**config.mk**
```make
export PLATFORM = sky130hd
export DESIGN_NAME = mpu_top
export DESIGN_NICKNAME = d
export VERILOG_FILES = /design/src/mpu_pkg.sv /design/src/mpu_vec_if.sv /design/src/mpu_vec_group.sv /design/src/mpu_weight_mul.sv /design/src/mpu_top.sv
export VERILOG_INCLUDE_DIRS = /design/src
export SDC_FILE = /design/constraint.sdc
export NUM_CORES = 1
export LEC_CHECK = 0
export ABC_AREA = 0
export BUFFER_PORTS_ARGS = -buffer_cell sky130_fd_sc_hd__clkbuf_2
export CAP_MARGIN = 10
export CORE_MARGIN = 3
export CORE_UTILIZATION = 32
export CTS_CLUSTER_SIZE = 12
export DETAILED_ROUTE_END_ITERATION = 16
export SLEW_MARGIN = 40
export SYNTH_ARGS = -nofsm -noshare
export SYNTH_HDL_FRONTEND = slang
export SYNTH_HIERARCHICAL = 1
export SYNTH_SLANG_ARGS = --single-unit
```
**constraint.sdc**
```tcl
create_clock -name clk -period 12.25 [get_ports clk]
set_clock_uncertainty 0.1 [all_clocks]
set_input_delay 0.6125 -clock clk [delete_from_list [all_inputs] [get_ports clk]]
set_output_delay 0.6125 -clock clk [all_outputs]
set_load 0.01 [all_outputs]
```
**src/mpu_defs.svh**
```systemverilog
/*
 * Register offsets, field positions, reset values and timing counts for the motor
 * update-and-timer block. Assumes inclusion by bare name from the block's files.
 */
`ifndef MPU_DEFS_SVH
`define MPU_DEFS_SVH

`define MPU_ADDR_W          5
`define MPU_OFS_TIM         5'h00
`define MPU_OFS_TIML        5'h01
`define MPU_OFS_ZPRV        5'h02
`define MPU_OFS_ZREG        5'h03
`define MPU_OFS_COMP        5'h04
`define MPU_OFS_DREG        5'h05
`define MPU_OFS_WGHT        5'h06
`define MPU_OFS_ISR         5'h07
`define MPU_OFS_IMR         5'h08
`define MPU_OFS_CTRL        5'h09
`define MPU_OFS_REP         5'h0a
`define MPU_OFS_PCR         5'h0b
`define MPU_OFS_CMP0L       5'h0c
`define MPU_OFS_CMP0H       5'h0d
`define MPU_OFS_CMPUL       5'h0e
`define MPU_OFS_CMPUH       5'h0f
`define MPU_OFS_CMPVL       5'h10
`define MPU_OFS_CMPVH       5'h11
`define MPU_OFS_CMPWL       5'h12
`define MPU_OFS_CMPWH       5'h13
`define MPU_OFS_ISR2        5'h14
`define MPU_OFS_PWMCNTL     5'h15
`define MPU_OFS_PWMCNTH     5'h16

`define MPU_ISR_UPDATE      7
`define MPU_ISR_RINC        6
`define MPU_ISR_RDEC        5
`define MPU_ISR_CURRENT_LIMIT_ENABLE        4
`define MPU_ISR_ESTOP       3
`define MPU_ISR_ZC          2
`define MPU_ISR_DEMAG       1
`define MPU_ISR_COMM        0
`define MPU_ISR2_SPEED      0
`define MPU_ISR2_SOUT       1
`define MPU_IMR_UPDATE      7
`define MPU_IMR_SPEED       6
`define MPU_IMR_RATIO       5
`define MPU_IMR_CURRENT_LIMIT_ENABLE        4
`define MPU_IMR_ESTOP       3
`define MPU_IMR_ZC          2
`define MPU_IMR_DEMAG       1
`define MPU_IMR_COMM        0

`define MPU_CTRL_CKE        0
`define MPU_CTRL_SWA        1
`define MPU_CTRL_DCB        2
`define MPU_CTRL_SPEED      3
`define MPU_CTRL_SWCAP      4
`define MPU_CTRL_SOUT_EN    5

`define MPU_RESYNC_VALUE    8'hff
`define MPU_RESET_BYTE      8'h00
`define MPU_RESET_CNT       12'h000
`define MPU_CNT_W           12

`endif

```
**src/mpu_pkg.sv**
```systemverilog
/*
 * Types shared by the motor update-and-timer block. Assumes the _defs header
 * for all numeric constants.
 */
package mpu_pkg;
    typedef enum logic [1:0] {
        MPU_STOPPED,
        MPU_START,
        MPU_RUN
    } mpu_run_t;

    typedef struct packed {
        logic [7:0]  rep;
        logic [7:0]  pcr;
        logic [15:0] cmp0;
        logic [15:0] cmpu;
        logic [15:0] cmpv;
        logic [15:0] cmpw;
    } mpu_cmpset_t;
endpackage

```
**src/mpu_vec_if.sv**
```systemverilog
/*
 * Carries the gated event requests from the top to the vector grouping module.
 * Assumes one clock domain.
 */
`timescale 1ns/10ps
interface mpu_vec_if;
    logic [9:0] req;
    logic       global_mask;
    logic [2:0] vec;
    modport src (output req, output global_mask, input vec);
    modport grp (input req, input global_mask, output vec);
endinterface

```
**src/mpu_vec_group.sv**
```systemverilog
/*
 * Groups the ten event requests onto three interrupt vectors.
 * Assumes requests already gated by their enable bits.
 */
`timescale 1ns/10ps
module mpu_vec_group (
    mpu_vec_if.grp vif
);
    // Vector 0: safety, speed and sampling-out events; vector 1: position events; vector 2: PWM and ratio.
    always_comb begin
        vif.vec[0] = ~vif.global_mask & (|vif.req[3:0]);
        vif.vec[1] = ~vif.global_mask & (|vif.req[6:4]);
        vif.vec[2] = ~vif.global_mask & (|vif.req[9:7]);
    end
endmodule

```
**src/mpu_weight_mul.sv**
```systemverilog
/*
 * Weighted commutation compare: capture times weight over 256.
 * Assumes operands from the same clock domain.
 */
`timescale 1ns/10ps
module mpu_weight_mul (
    input  wire logic [7:0] cap_cur,
    input  wire logic [7:0] cap_prev,
    input  wire logic       use_prev,
    input  wire logic [7:0] weight,
    output logic      [7:0] result
);
    logic [15:0] product;
    always_comb begin
        product = (use_prev ? cap_prev : cap_cur) * weight;
        result  = product[15:8];
    end
endmodule

```
**src/mpu_top.sv**
```systemverilog
/*
 * Motor update event, resynchronisation, start-up, low-power freeze, interrupt
 * gating and commutation timer registers.
 * Assumes a one-cycle register port master and event strobes from the motor
 * stages on the same clock; the commutation timer advances on timer_tick, as 16 bits in speed mode and 8 bits otherwise.
 */
// Local design decisions: strobed register access and the register offsets.
`timescale 1ns/10ps
`include "mpu_defs.svh"
module mpu_top
    import mpu_pkg::*;
(
    input  wire logic                  clk,
    input  wire logic                  reset,
    input  wire logic [`MPU_ADDR_W-1:0] addr,
    input  wire logic [7:0]            wdata,
    input  wire logic                  wr,
    input  wire logic                  rd,
    output logic      [7:0]            rdata,
    input  wire logic                  halt_mode,
    input  wire logic                  global_irq_mask,
    input  wire logic                  timer_tick,
    input  wire logic                  zero_cross_ev,
    input  wire logic                  demag_ev,
    input  wire logic                  commutation_ev,
    input  wire logic                  current_limit_ev,
    input  wire logic                  emergency_stop_ev,
    input  wire logic                  sampling_out_ev,
    input  wire logic                  ratio_inc_ev,
    input  wire logic                  ratio_dec_ev,
    input  wire logic                  speed_capture_ev,
    input  wire logic                  bemf_capture_ev,
    input  wire logic [7:0]            bemf_capture_val,
    output logic      [2:0]            irq_vector,
    output logic                       update_debug,
    output logic      [`MPU_CNT_W-1:0] pwm_count,
    output logic      [15:0]           active_carrier,
    output logic      [15:0]           active_phase_u,
    output logic      [15:0]           active_phase_v,
    output logic      [15:0]           active_phase_w,
    output logic      [7:0]            active_repetition,
    output logic      [7:0]            active_prescaler
);

    ////////////////////////////////////////////////////////////////////////////////
    typedef struct packed {
        mpu_run_t        run;
        logic [7:0]      tim;
        logic [7:0]      timl;
        logic [7:0]      zprv;
        logic [7:0]      zreg;
        logic [7:0]      comp;
        logic [7:0]      dreg;
        logic [7:0]      wght;
        logic [7:0]      isr;
        logic [1:0]      isr2;
        logic [7:0]      imr;
        logic [5:0]      ctrl;
        logic            speed_block;
        mpu_cmpset_t     pre;
        mpu_cmpset_t     act;
        logic [`MPU_CNT_W-1:0] cnt;
        logic [7:0]      rep_cnt;
        logic [7:0]      rdata;
        logic [2:0]      vec;
        logic            upd_dbg;
    } mpu_state_t;

    mpu_state_t q, d;
    logic [7:0] weighted;
    logic [2:0] vec_comb;
    logic       wr_isr;
    logic       resync;
    logic       counter_wrap;
    logic       update_ev;
    logic       cke;
    logic       speed_mode;
    logic [15:0] tim_next;

    mpu_vec_if vif ();

    mpu_weight_mul u_mul (
        .cap_cur  (q.zreg),
        .cap_prev (q.zprv),
        .use_prev (q.ctrl[`MPU_CTRL_DCB]),
        .weight   (q.wght),
        .result   (weighted)
    );

    mpu_vec_group u_grp (
        .vif (vif)
    );

    ////////////////////////////////////////////////////////////////////////////////
    // Event requests, each gated by an enable; the two ratio flags share one.
    always_comb begin
        vif.global_mask = global_irq_mask;
        vif.req[0] = q.isr[`MPU_ISR_ESTOP] & q.imr[`MPU_IMR_ESTOP];
        vif.req[1] = q.isr[`MPU_ISR_CURRENT_LIMIT_ENABLE] & q.imr[`MPU_IMR_CURRENT_LIMIT_ENABLE];
        vif.req[2] = q.isr2[`MPU_ISR2_SPEED] & q.imr[`MPU_IMR_SPEED];
        vif.req[3] = q.isr2[`MPU_ISR2_SOUT] & q.ctrl[`MPU_CTRL_SOUT_EN];
        vif.req[4] = q.isr[`MPU_ISR_ZC] & q.imr[`MPU_IMR_ZC];
        vif.req[5] = q.isr[`MPU_ISR_DEMAG] & q.imr[`MPU_IMR_DEMAG];
        vif.req[6] = q.isr[`MPU_ISR_COMM] & q.imr[`MPU_IMR_COMM];
        vif.req[7] = q.isr[`MPU_ISR_UPDATE] & q.imr[`MPU_IMR_UPDATE];
        vif.req[8] = q.isr[`MPU_ISR_RINC] & q.imr[`MPU_IMR_RATIO];
        vif.req[9] = q.isr[`MPU_ISR_RDEC] & q.imr[`MPU_IMR_RATIO];
        vec_comb   = vif.vec;
    end

    ////////////////////////////////////////////////////////////////////////////////
    always_comb begin
        d            = q;
        cke          = q.ctrl[`MPU_CTRL_CKE];
        speed_mode   = q.ctrl[`MPU_CTRL_SPEED];
        wr_isr       = wr && (addr == `MPU_OFS_ISR);
        resync       = wr_isr && (wdata == `MPU_RESYNC_VALUE);
        counter_wrap = (q.run == MPU_RUN) && (q.cnt >= q.act.cmp0[15:4]);
        update_ev    = 1'b0;
        tim_next     = {q.tim, q.timl} + 16'h0001;
        d.upd_dbg    = 1'b0;
        d.vec        = vec_comb;

        if (!halt_mode) begin
            // PWM counter and repetition.
            unique case (q.run)
                MPU_STOPPED: begin
                    d.cnt = `MPU_RESET_CNT;
                    if (cke) begin
                        d.run = MPU_START;
                    end
                end
                MPU_START: begin
                    update_ev = 1'b1;
                    d.run     = MPU_RUN;
                end
                MPU_RUN: begin
                    if (counter_wrap) begin
                        d.cnt = `MPU_RESET_CNT;
                        if (q.rep_cnt == `MPU_RESET_BYTE) begin
                            update_ev = 1'b1;
                        end else begin
                            d.rep_cnt = q.rep_cnt - 8'h01;
                        end
                    end else begin
                        d.cnt = q.cnt + 12'h001;
                    end
                end
            endcase
            if (!cke) begin
                d.run = MPU_STOPPED;
                d.cnt = `MPU_RESET_CNT;
            end
            if (resync) begin
                d.cnt     = `MPU_RESET_CNT;
                update_ev = 1'b1;
            end

            // Commutation timer counts as 8 or 16 bits.
            if (cke && timer_tick) begin
                if (speed_mode) begin
                    d.tim  = tim_next[15:8];
                    d.timl = tim_next[7:0];
                end else begin
                    d.tim = q.tim + 8'h01;
                end
            end

            // Capture sources.
            if (cke && bemf_capture_ev && !speed_mode) begin
                d.zprv = q.zreg;
                d.zreg = bemf_capture_val;
            end
            if (cke && speed_mode && speed_capture_ev && !q.speed_block) begin
                d.zreg = q.tim;
                d.zprv = q.timl;
            end
            if (cke && zero_cross_ev && q.ctrl[`MPU_CTRL_SWA] && !speed_mode) begin
                d.comp = weighted;
            end

            // Hardware sets flags; a set wins over a clear in the same cycle.
            if (wr_isr && !resync) begin
                if (q.ctrl[`MPU_CTRL_SWA]) begin
                    d.isr = q.isr & wdata;
                end else begin
                    d.isr = (q.isr & wdata) | (wdata & 8'h60);
                end
            end
            if (wr && addr == `MPU_OFS_ISR2) begin
                d.isr2 = q.isr2 & wdata[1:0];
            end
            if (cke) begin
                if (zero_cross_ev)     d.isr[`MPU_ISR_ZC]    = 1'b1;
                if (demag_ev)          d.isr[`MPU_ISR_DEMAG] = 1'b1;
                if (commutation_ev)    d.isr[`MPU_ISR_COMM]  = 1'b1;
                if (current_limit_ev)  d.isr[`MPU_ISR_CURRENT_LIMIT_ENABLE]  = 1'b1;
                if (ratio_inc_ev)      d.isr[`MPU_ISR_RINC]  = 1'b1;
                if (ratio_dec_ev)      d.isr[`MPU_ISR_RDEC]  = 1'b1;
                if (sampling_out_ev)   d.isr2[`MPU_ISR2_SOUT] = 1'b1;
                if (speed_mode && timer_tick && q.tim == q.dreg) begin
                    d.isr2[`MPU_ISR2_SPEED] = 1'b1;
                end
            end
            if (emergency_stop_ev) begin
                d.isr[`MPU_ISR_ESTOP] = 1'b1;
            end

            // Preload transfer on every update event.
            if (update_ev) begin
                d.act     = q.pre;
                d.rep_cnt = q.pre.rep;
                d.isr[`MPU_ISR_UPDATE] = 1'b1;
                d.upd_dbg = 1'b1;
            end
        end

        // Register writes.
        if (wr && !halt_mode) begin
            unique case (addr)
                `MPU_OFS_TIM:   d.tim  = wdata;
                `MPU_OFS_TIML:  d.timl = wdata;
                `MPU_OFS_ZPRV:  d.zprv = wdata;
                `MPU_OFS_ZREG:  d.zreg = wdata;
                `MPU_OFS_COMP:  d.comp = wdata;
                `MPU_OFS_DREG:  d.dreg = wdata;
                `MPU_OFS_WGHT:  d.wght = wdata;
                `MPU_OFS_IMR:   d.imr  = wdata;
                `MPU_OFS_CTRL:  d.ctrl = wdata[5:0];
                `MPU_OFS_REP:   d.pre.rep = wdata;
                `MPU_OFS_PCR:   d.pre.pcr = wdata;
                default: begin
                end
            endcase
        end
        // Compare pairs: each byte goes straight into its half of the preload register.
        if (wr && !halt_mode) begin
            unique case (addr)
                `MPU_OFS_CMP0L: d.pre.cmp0[7:0] = wdata;
                `MPU_OFS_CMPUL: d.pre.cmpu[7:0] = wdata;
                `MPU_OFS_CMPVL: d.pre.cmpv[7:0] = wdata;
                `MPU_OFS_CMPWL: d.pre.cmpw[7:0] = wdata;
                `MPU_OFS_CMP0H: d.pre.cmp0 = {wdata, q.pre.cmp0[7:0]};
                `MPU_OFS_CMPUH: d.pre.cmpu[15:8] = wdata;
                `MPU_OFS_CMPVH: d.pre.cmpv[15:8] = wdata;
                `MPU_OFS_CMPWH: d.pre.cmpw[15:8] = wdata;
                default: begin
                end
            endcase
        end

        // Read data with read side effects.
        d.rdata = `MPU_RESET_BYTE;
        if (rd) begin
            unique case (addr)
                `MPU_OFS_TIM: begin
                    d.rdata = q.tim;
                    if (speed_mode && q.ctrl[`MPU_CTRL_SWCAP] && !halt_mode) begin
                        d.zreg = q.tim;
                        d.zprv = q.timl;
                    end
                end
                `MPU_OFS_TIML:    d.rdata = q.timl;
                `MPU_OFS_ZPRV: begin
                    d.rdata       = q.zprv;
                    d.speed_block = 1'b0;
                end
                `MPU_OFS_ZREG: begin
                    d.rdata = q.zreg;
                    if (speed_mode) begin
                        d.speed_block = 1'b1;
                    end
                end
                `MPU_OFS_COMP:    d.rdata = q.comp;
                `MPU_OFS_DREG:    d.rdata = q.dreg;
                `MPU_OFS_WGHT:    d.rdata = q.wght;
                `MPU_OFS_ISR:     d.rdata = q.isr;
                `MPU_OFS_ISR2:    d.rdata = {6'h00, q.isr2};
                `MPU_OFS_IMR:     d.rdata = q.imr;
                `MPU_OFS_CTRL:    d.rdata = {2'h0, q.ctrl};
                `MPU_OFS_REP:     d.rdata = q.pre.rep;
                `MPU_OFS_PCR:     d.rdata = q.pre.pcr;
                `MPU_OFS_CMP0L:   d.rdata = q.pre.cmp0[7:0];
                `MPU_OFS_CMP0H:   d.rdata = q.pre.cmp0[15:8];
                `MPU_OFS_CMPUL:   d.rdata = q.pre.cmpu[7:0];
                `MPU_OFS_CMPUH:   d.rdata = q.pre.cmpu[15:8];
                `MPU_OFS_CMPVL:   d.rdata = q.pre.cmpv[7:0];
                `MPU_OFS_CMPVH:   d.rdata = q.pre.cmpv[15:8];
                `MPU_OFS_CMPWL:   d.rdata = q.pre.cmpw[7:0];
                `MPU_OFS_CMPWH:   d.rdata = q.pre.cmpw[15:8];
                `MPU_OFS_PWMCNTL: d.rdata = q.cnt[7:0];
                `MPU_OFS_PWMCNTH: d.rdata = {4'h0, q.cnt[11:8]};
                default:          d.rdata = `MPU_RESET_BYTE;
            endcase
        end
    end

    always_ff @(posedge clk) begin
        if (reset) begin
            q <= '0;
        end else begin
            q <= d;
        end
    end

    ////////////////////////////////////////////////////////////////////////////////
    always_comb begin
        rdata             = q.rdata;
        irq_vector        = q.vec;
        update_debug      = q.upd_dbg;
        pwm_count         = q.cnt;
        active_carrier    = q.act.cmp0;
        active_phase_u    = q.act.cmpu;
        active_phase_v    = q.act.cmpv;
        active_phase_w    = q.act.cmpw;
        active_repetition = q.act.rep;
        active_prescaler  = q.act.pcr;
    end
endmodule

```
==> flow_summary.json, run 1 <==
{
  "ys_top_cells_by_count": "nand2_1, dfxtp_1, a21oi_1, nor2_1, buf_4",
  "ant_nets": 0,
  "final-hold-violation-count": 0,
  "worstHoldPathType": "in2reg",
  "die_area_um2": 50900,
  "fp.dieH_um": 226,
  "synth_top_area_cell": "dfxtp_1",
  "path_clk_slew_ns": 0.06,
  "critPathLaunchType": "flop",
  "place_congestion": 0.953,
  "via_count": 13800,
  "syn_inst": 1903,
  "drive_gt1_frac": 0.118,
  "post_cts_buffers": 0,
  "cts_buffers": 29,
  "syn-cell-area_um2": 15400,
  "grt_overflow": 0,
  "seqCellArea_um2": 5510,
  "htree_levels": 1,
  "max_stage_delay_ns": 0.73,
  "slew_headroom": 0.367,
  "synth-simple-area-share": 0.213,
  "fmax_ghz": 0.181,
  "power_density_nw_per_um2": 110,
  "synth-seq-cells": 275,
  "grt_pass1_vias": 13100,
  "tns_ns": 0,
  "status": "complete, no violations",
  "synth_adder_area_share": 0.0875,
  "wl_met1_um": 24100,
  "ctsResizeCount": 0,
  "synth_top_family_by_area": "simple AND/OR/NAND/NOR gates",
  "synth_most_common_cell": "nand2_1",
  "synth_cell_types": 71,
  "grt_pass1_wl_um": 82500,
  "min_period_over_period": 0.451,
  "port_buffers": 141,
  "cp.required_ns": 12.56,
  "hold_buffers": 0,
  "worstSetupEndpointType": "flop",
  "dp_hpwl_um": 40100,
  "power_mw": 1.84,
  "path_cells": "mux2i_1 > nor2b_1 > fa_1 > fa_1 > inv_1 > fa_1 > inv_1 > fa_1 > ha_1 > nand3_1 > nor4_2 > o31a_1 > or4b_1 > and3_1 > mux2i_1 > a211oi_1",
  "area_growth_pct": 8.45,
  "cts_tree": "done",
  "yosysSeqAreaShare": 0.356,
  "io_pins": 142,
  "muxShareOfSynthArea": 0.0484,
  "die_w_um": 226,
  "grt_use_total": 0.210,
  "start_util": 0.328,
  "min_period_ns": 5.52,
  "tightest_slew_ns": 0.941,
  "drtPass1Iterations": 6,
  "total_leakage_power_nw": 6.18,
  "routed_via_density": 5.53,
  "drc": 0,
  "insertion_delay_ns": 0.56,
  "fin_nets": 1994,
  "detailedRoute.firstIterationViolations": 1459,
  "coreArea_um2": 47100,
  "synth_edf_count": 0,
  "synth_compound_area_frac": 0.175,
  "finalSetupViolCount": 0,
  "async_flop_share": 0,
  "cts_num_sinks": 275,
  "fillers": 4836,
  "top_layer_used": "met5",
  "critPathSlowestCell": "dfxtp_1",
  "multi_input_area_um2": 8440,
  "path_class": "reg2reg",
  "dr_wl_met3_um": 5550,
  "maxCapViolCount": 0,
  "avgSynthCellArea_um2": 8.12,
  "clock_path_buffers": 3,
  "finalWirelength_um": 55200,
  "synth_top_area_frac": 0.356,
  "synthTopCellsByArea": "dfxtp_1, nand2_1, a21oi_1, buf_4, fa_1",
  "antenna_found_initial": 3,
  "syn_nets": 2028,
  "slew_viol_final": 0,
  "worst_ep_arrival_time_ns": 5.84,
  "wl_per_cell_um": 22.1,
  "synth-xor-area-share": 0.0198,
  "yosysWarnings": 6,
  "grt_max_degree": 113,
  "cp_max_fo": 10,
  "crit_path_frequent_cell": "fa_1",
  "rows": 79,
  "ir_worst_vdd_uv": 93.3,
  "rsz0062_at_grt": "no",
  "ys.flop_type": "dfxtp_1",
  "wl_met2_um": 23800,
  "clk_root_buffer_cell": "clkbuf_16"
}
==> report_power, final <==
group          internal (mW)  switching (mW)  leakage (nW)
sequential             0.897         0.00594          2.22
combinational         0.0163          0.0632          3.52
clock                  0.495           0.361         0.450
total                   1.41           0.430          6.18
==> sequential cells by signal (all words and copies together) (netlist names) <==
signal             flops
active_phase_v        16
active_carrier        16
active_phase_w        16
update_debug           1
active_repetition      8
active_prescaler       8
rdata                  8
irq_vector             3
cke                    1
pwm_count             12
q                    170
active_phase_u        16
==> per-layer routing <==
metal | up-vias | global-route usage
li1 | 6410 | -
met4 | 4 | 0.0572
met3 | 97 | 0.0564
met1 | 6660 | 0.290
met2 | 620 | 0.325
met5 | - | 0
==> kinds of logic after synthesis <==
kind of cell	count (synthesis)
multiplexers	72
flip-flops	275
AO/OA/AOI/OAI	423
buffers and inverters	297
XOR/XNOR	35
adder cells (fa/ha/maj)	87
AND/OR/NAND/NOR	714
==> per-stage QoR <==
stage / cell area, um2 / hold slack, ns / worst slack [ns] / cells / util
finish: 16700 / 0.217 / 6.73 / 2495 / 0.355
floorplan: 15400 / 0.331 / 7.43 / 1903 / -
global route: 16700 / 0.217 / 6.45 / 2494 / 0.355
global placement: 15800 / 0.344 / 6.84 / 2444 / 0.335
CTS: 16700 / 0.197 / 6.70 / 2493 / 0.355
detailed placement: 15800 / 0.351 / 6.71 / 2444 / 0.336
==> worst paths after layout <==
| path | cells past startpoint | end | slack [ns] | start |
|---|---|---|---|---|
| min | 3 | q[212] | 0.22 | emergency_stop_ev |
| max reg2reg | 16 | q[238] | 6.73 | q[195] |
| max | 16 | q[238] | 6.73 | q[195] |
| min reg2reg | 2 | active_phase_u[0] | 0.35 | active_phase_u[0] |
==> layout make-up <==
| class | count | share of cell area |
|---|---|---|
| Inverter | 73 | 0.0164 |
| Clock inverter | 6 | 0.00351 |
| Sequential cell | 275 | 0.329 |
| Timing Repair Buffer | 159 | 0.0515 |
| Multi-Input combinational cell | 1331 | 0.504 |
| Clock buffer | 43 | 0.0506 |
| Antenna cell | 1 | 0.000149 |
| Tap cell | 607 | 0.0453 |
==> worst max-delay path: cells and delay by family, from the launching register on <==
family          cells  cell delay, ns
mux                 2            0.85
simple gates        5            0.96
compound gates      2            0.42
fa+ha+maj           5            2.22
buf+inv             2            0.10
flops               1            0.73
==> cells in the final DEF, fill, tap and decap left out, types with 8 or more instances in the layout <==
cell / n
a211oi_1: 54
a21oi_1: 196
a221oi_1: 25
a22o_1: 22
a22oi_1: 28
a31oi_1: 10
and2_1: 20
and2b_1: 9
and3_1: 13
buf_4: 14
clkbuf_16: 29
clkbuf_2: 140
dfxtp_1: 275
fa_1: 35
ha_1: 52
inv_1: 72
mux2i_1: 69
nand2_1: 306
nand2b_1: 16
nand3_1: 71
nand4_1: 17
nor2_1: 148
nor2b_1: 52
nor3_1: 15
nor4_1: 8
o21ai_0: 25
o22ai_1: 12
or3_1: 8
xnor2_1: 14
xor2_1: 21
(Power assumes the default switching activity.)
==> run 2: changes to the inputs <==
--- a/config.mk
+++ b/config.mk
@@ -6,7 +6,7 @@
 export SDC_FILE = /design/constraint.sdc
 export NUM_CORES = 1
 export LEC_CHECK = 0
-export ABC_AREA = 0
+export ABC_AREA = 1
 export BUFFER_PORTS_ARGS = -buffer_cell sky130_fd_sc_hd__clkbuf_2
 export CAP_MARGIN = 10
 export CORE_MARGIN = 3
==> constraint.sdc (replaced) <==
create_clock -name clk -period 4.69 [get_ports clk]
set_clock_uncertainty 0.1 [all_clocks]
set_input_delay 0.2345 -clock clk [delete_from_list [all_inputs] [get_ports clk]]
set_output_delay 0.2345 -clock clk [all_outputs]
set_load 0.01 [all_outputs]
==> flow_summary.json, run 2 <==
{
  "dp.cells": 2827,
  "syn-cell-area_um2": 15800,
  "grt_pass1_vias": 14100,
  "tns_ns": 0,
  "synth_top_family_by_area": "simple AND/OR/NAND/NOR gates",
  "avgSynthCellArea_um2": 7.23,
  "regMostFlops": "q",
  "antenna_found_initial": 1,
  "rows": 80,
  "layout_commonest_cell": "nand2_1",
  "synth_top_area_frac": 0.349,
  "routed_via_density": 5.14,
  "holdWs_ns": 0.0793,
  "grt_overflow": 0,
  "slew_viol_final": 0,
  "synth_most_common_cell": "nand2_1",
  "detailedRoute.firstIterationViolations": 1569,
  "antenna_cells": 0,
  "min_period_ns": 4.60,
  "synthTopCellsByArea": "dfxtp_1, nand2_1, o21ai_0, nor2_1, inv_1",
  "clk_root_buffer_cell": "clkbuf_16",
  "total_leakage_power_nw": 7.48,
  "dp_hpwl_um": 40300,
  "synth-simple-area-share": 0.214,
  "cts_tree": "done",
  "synth_cell_types": 55,
  "ant_nets": 0,
  "finalSetupViolCount": 0,
  "fmax_ghz": 0.218,
  "async_flop_share": 0,
  "ys_top_cells_by_count": "nand2_1, nor2_1, dfxtp_1, inv_1, o21ai_0",
  "final-hold-violation-count": 0,
  "wl_per_cell_um": 18.7,
  "die_w_um": 228,
  "cp.required_ns": 5.03,
  "final_cells": 2903,
  "drc": 0,
  "most-common-layout-cells": "nand2_1, nor2_1, dfxtp_1, inv_1, o21ai_0",
  "io_pins": 142,
  "die_area_um2": 52100,
  "syn_nets": 2309,
  "worst_ep_arrival_time_ns": 4.94,
  "drive_gt1_frac": 0.145,
  "largest_register_ffs": 170,
  "place_congestion": 0.952,
  "finalWirelength_um": 54200,
  "slew_headroom": 0.468,
  "synth-seq-cells": 275,
  "grt_max_degree": 105,
  "cts_buffers": 34,
  "ir_worst_vdd_uv": 207,
  "fin_nets": 2348,
  "clock_path_buffers": 3,
  "reg2reg_depth": 16,
  "area_growth_pct": 12.9,
  "grt_use_total": 0.202,
  "synth_top_area_cell": "dfxtp_1",
  "tightest_slew_ns": 0.795,
  "synth_adder_area_share": 0.0856,
  "synth-xor-area-share": 0.0139,
  "syn_inst": 2184,
  "whs_path_depth": 5,
  "status": "complete, no violations",
  "synth_edf_count": 0,
  "path_class": "reg2reg",
  "path_clk_slew_ns": 0.06,
  "start_util": 0.327,
  "cp_max_fo": 6,
  "worstSetupEndpointType": "flop",
  "grt_pass1_wl_um": 82800,
  "muxShareOfSynthArea": 0.00254,
  "critPathLaunchType": "flop",
  "synth_compound_area_frac": 0.195,
  "coreArea_um2": 48200,
  "yosysSeqAreaShare": 0.349,
  "insertion_delay_ns": 0.55,
  "power_density_nw_per_um2": 292,
  "yosysWarnings": 6,
  "via_count": 14900,
  "htree_levels": 2,
  "fp.dieH_um": 228,
  "worstHoldPathType": "in2reg",
  "maxCapViolCount": 0,
  "min_period_over_period": 0.980,
  "rsz0062_at_grt": "yes",
  "drtPass1Iterations": 6,
  "fillers": 5165,
  "ys.flop_type": "dfxtp_1",
  "port_buffers": 141,
  "cts_num_sinks": 275
}
run 2: what timing repair did:
action | CTS | global route
hold buffers | 10 | 0
hold endpoints to repair | 12 | 0
pin swaps | 0 | 13
endpoints found under the setup margin | 8 | 8
resized for setup | 5 | 41
setup buffers | 0 | 4
run 2: critical path: stages, from the launching register on:
cell and delay [ns]:
dfxtp_4 0.40, buf_6 0.15, mux2i_4 0.19, or2_2 0.29, fa_1 0.46, fa_1 0.55, inv_1 0.05, fa_2 0.53
fa_1 0.45, ha_4 0.31, nand2_1 0.08, buf_4 0.15, nor2_1 0.12, a21oi_1 0.10, xnor2_1 0.20, nand2_1 0.08
a221oi_1 0.26
run 2: final timing paths:
check                                          start                   end  slack (ns)
worst max-delay path                          q[195]                q[233]        0.09
worst min-delay path             bemf_capture_val[0]                q[241]        0.08
worst max register to register                q[195]                q[233]        0.09
worst min register to register  active_repetition[7]  active_repetition[7]        0.38
run 2: per-stage QoR:
stage | setup slack, ns | power [mW] | utilization | instance area, um2
after floorplan | 0.118 | 2.59 | - | 15800
after global placement | -0.139 | 2.70 | 0.340 | 16400
after detailed placement | -0.220 | 2.70 | 0.340 | 16400
after CTS | 0.0239 | 5.26 | 0.365 | 17600
after global routing | -0.147 | 5.38 | 0.370 | 17800
final | 0.0927 | 5.21 | 0.370 | 17800
run 2: power breakdown:
group          leakage (nW)  total, mW  switching, mW  internal (mW)
Clock                 0.529       2.55           1.08           1.47
Sequential             2.22       2.37         0.0181           2.36
Combinational          4.73      0.291          0.214         0.0769
run 2: layout make-up:
type	count	area [um2]	share of cell area
clock buffers	46	936	0.0525
clock inverters	14	124	0.00695
inverters	271	1030	0.0577
multi-input cells	1448	8250	0.463
flip-flops and latches	275	5510	0.309
well taps	656	821	0.0460
repair buffers	193	1160	0.0649
run 2: cell families (layout without fill, tap and decap cells):
family | Yosys count | count (layout)
compound gates | 547 | 547
buf+inv | 461 | 524
mux | 4 | 4
fa+ha+maj | 87 | 87
simple gates | 785 | 785
xor+xnor | 25 | 25
flops | 275 | 275
run 2: per-layer routing:
metal	wire length, um	vias up	track usage
met3	5190	97	0.0520
li1	-	7149	-
met2	23900	625	0.316
met4	1680	2	0.0633
met1	23500	7045	0.272
met5	10	-	0
==> run 3: changes to the inputs <==
--- a/config.mk
+++ b/config.mk
@@ -10,9 +10,10 @@
 export BUFFER_PORTS_ARGS = -buffer_cell sky130_fd_sc_hd__clkbuf_2
 export CAP_MARGIN = 10
 export CORE_MARGIN = 3
-export CORE_UTILIZATION = 32
+export CORE_UTILIZATION = 47
 export CTS_CLUSTER_SIZE = 12
 export DETAILED_ROUTE_END_ITERATION = 16
+export PLACE_DENSITY = 0.68
 export SLEW_MARGIN = 40
 export SYNTH_ARGS = -nofsm -noshare
 export SYNTH_HDL_FRONTEND = slang
==> flow_summary.json, run 3 (synthesized netlist as in run 2, its figures left out) <==
{
  "status": "complete, no violations",
  "worstSetupEndpointType": "flop",
  "power_mw": 5.18,
  "fin_nets": 2351,
  "dp_hpwl_um": 37100,
  "internal-power_mw": 3.95,
  "total_leakage_power_nw": 7.47,
  "finalSetupViolCount": 0,
  "power_density_nw_per_um2": 293,
  "seq_power_share": 0.458,
  "start_util": 0.481,
  "fp.dieH_um": 189,
  "worstHoldPathType": "in2reg",
  "min_period_ns": 4.60,
  "drc": 0,
  "comb_power_share": 0.054,
  "area_growth_pct": 11.9,
  "die_w_um": 189,
  "insertion_delay_ns": 0.58,
  "reg2reg_from": "q[195]",
  "switching_share": 0.238,
  "place_congestion": 0.957,
  "drive_gt1_frac": 0.150,
  "cts_num_sinks": 275,
  "crit_start": "q[195]",
  "grt_overflow": 0,
  "grt_pass1_vias": 14000,
  "via_count": 15000,
  "reg2reg_depth": 22,
  "final-hold-violation-count": 0,
  "worst_ep_arrival_time_ns": 4.92,
  "rsz0062_at_grt": "yes",
  "htree_levels": 1,
  "most-common-layout-cells": "nand2_1, nor2_1, dfxtp_1, inv_1, o21ai_0",
  "critPathLaunchType": "flop",
  "fmax_ghz": 0.217,
  "grt_pass1_wl_um": 77900,
  "dp.cells": 2616,
  "layout_commonest_cell": "nand2_1",
  "grt_use_total": 0.272,
  "max_stage_delay_ns": 0.58,
  "clock_path_buffers": 3,
  "pre_cts_slack_ns": -0.183,
  "wl_per_cell_um": 18.9,
  "crit_path_frequent_cell": "fa_1",
  "top_layer_used": "met4",
  "path_cells": "buf_6 > mux2i_4 > buf_4 > nor2_2 > fa_1 > fa_1 > fa_1 > inv_1 > fa_1 > inv_2 > ha_4 > a21o_1 > a31oi_4 > nor2_2 > nor2_2 > nand2_1 > nand2_1 > nand2_1 > nor2_1 > nor2_1 > o21ai_1 > a21oi_1",
  "antenna_cells": 0,
  "reg2reg_to": "q[240]",
  "coreArea_um2": 32900,
  "clk_root_buffer_cell": "clkbuf_16",
  "finalWirelength_um": 50800,
  "dr_wl_met3_um": 5040,
  "wl_met2_um": 22400,
  "finish.utilization": 0.537,
  "regMostFlops": "q",
  "switchingPower_mw": 1.24,
  "worstSetupEndpoint": "q[240]",
  "min_period_over_period": 0.981,
  "maxCapViolCount": 0,
  "rows": 66,
  "r2r_setup_slack_ns": 0.09,
  "path_clk_slew_ns": 0.06,
  "ir_worst_vdd_uv": 291,
  "wl_met1_um": 21600,
  "port_buffers": 141,
  "io_pins": 142,
  "cts_buffers": 31,
  "detailedRoute.firstIterationViolations": 1375,
  "antenna_found_initial": 0,
  "cp.required_ns": 5.01,
  "timing.final.ws_setup_ns": 0.0895,
  "largest_register_ffs": 170,
  "final_cells": 2691,
  "slew_headroom": 0.444,
  "routed_via_density": 5.58,
  "critPathSlowestCell": "fa_1",
  "tightest_slew_ns": 0.831,
  "path_class": "reg2reg",
  "tns_ns": 0,
  "die_area_um2": 35800,
  "ant_nets": 0,
  "clockPowerShare": 0.488,
  "slew_viol_final": 0,
  "cts_tree": "done",
  "grt_max_degree": 137,
  "drtPass1Iterations": 6,
  "cp_max_fo": 6
}
run 3: repair_timing:
action / 4_1_cts / 5_1_grt
endpoints found under the setup margin: 8 / 8
resized for setup: 4 / 54
setup buffers: 0 / 9
hold buffers: 10 / 0
pin swaps: 0 / 28
endpoints found under the hold margin: 12 / 0
run 3: area by class of cell:
| class | instances | area (um2) |
|---|---|---|
| fill | 3303 | 15200 |
| multi-input combinational | 1448 | 8300 |
| sequential | 275 | 5510 |
| timing repair buffer | 199 | 1220 |
| inverter | 271 | 1030 |
| clock buffer | 44 | 875 |
| tap | 442 | 553 |
| clock inverter | 12 | 183 |
run 3: metal layers:
metal | GRT usage | vias up
li1 | - | 7163
met1 | 0.371 | 7042
met2 | 0.431 | 702
met5 | 0 | -
met3 | 0.0613 | 110
met4 | 0.0862 | 0
run 3: worst min path at each step:
stage	from	to	slack (ns)	depth (start not counted)
after floorplan	rd	q[192]	0.23	1
after global placement	q[183]	q[183]	0.36	2
after detailed placement	q[178]	q[178]	0.36	2
after CTS	wr	q[208]	0.002	4
after global routing	wr	q[207]	0.07	4
final	wr	q[208]	0.03	4
run 3: per-stage QoR:
step                      area, um2  hold WS (ns)
after floorplan               15800         0.230
after global placement        16200         0.357
after detailed placement      16200         0.359
after CTS                     17400       0.00211
after global routing          17700        0.0741
final                         17700        0.0329
run 3: power by group through the flow:
stage                     Sequential (mW)  Combinational (mW)  Clock [mW]
after floorplan                      2.42               0.171           0
after global placement               2.42               0.260           0
after detailed placement             2.42               0.263           0
after CTS                            2.37               0.271        2.56
after global routing                 2.37               0.304        2.66
final                                2.37               0.281        2.53
run 3: worst max-delay path, delay by kind of cell, from the launching register on:
family	cells	cell delay [ns]
AO/OA/AOI/OAI	4	0.59
adder cells (fa/ha/maj)	5	2.21
buffers and inverters	4	0.39
flip-flops	1	0.42
multiplexers	1	0.23
AND/OR/NAND/NOR	8	0.52
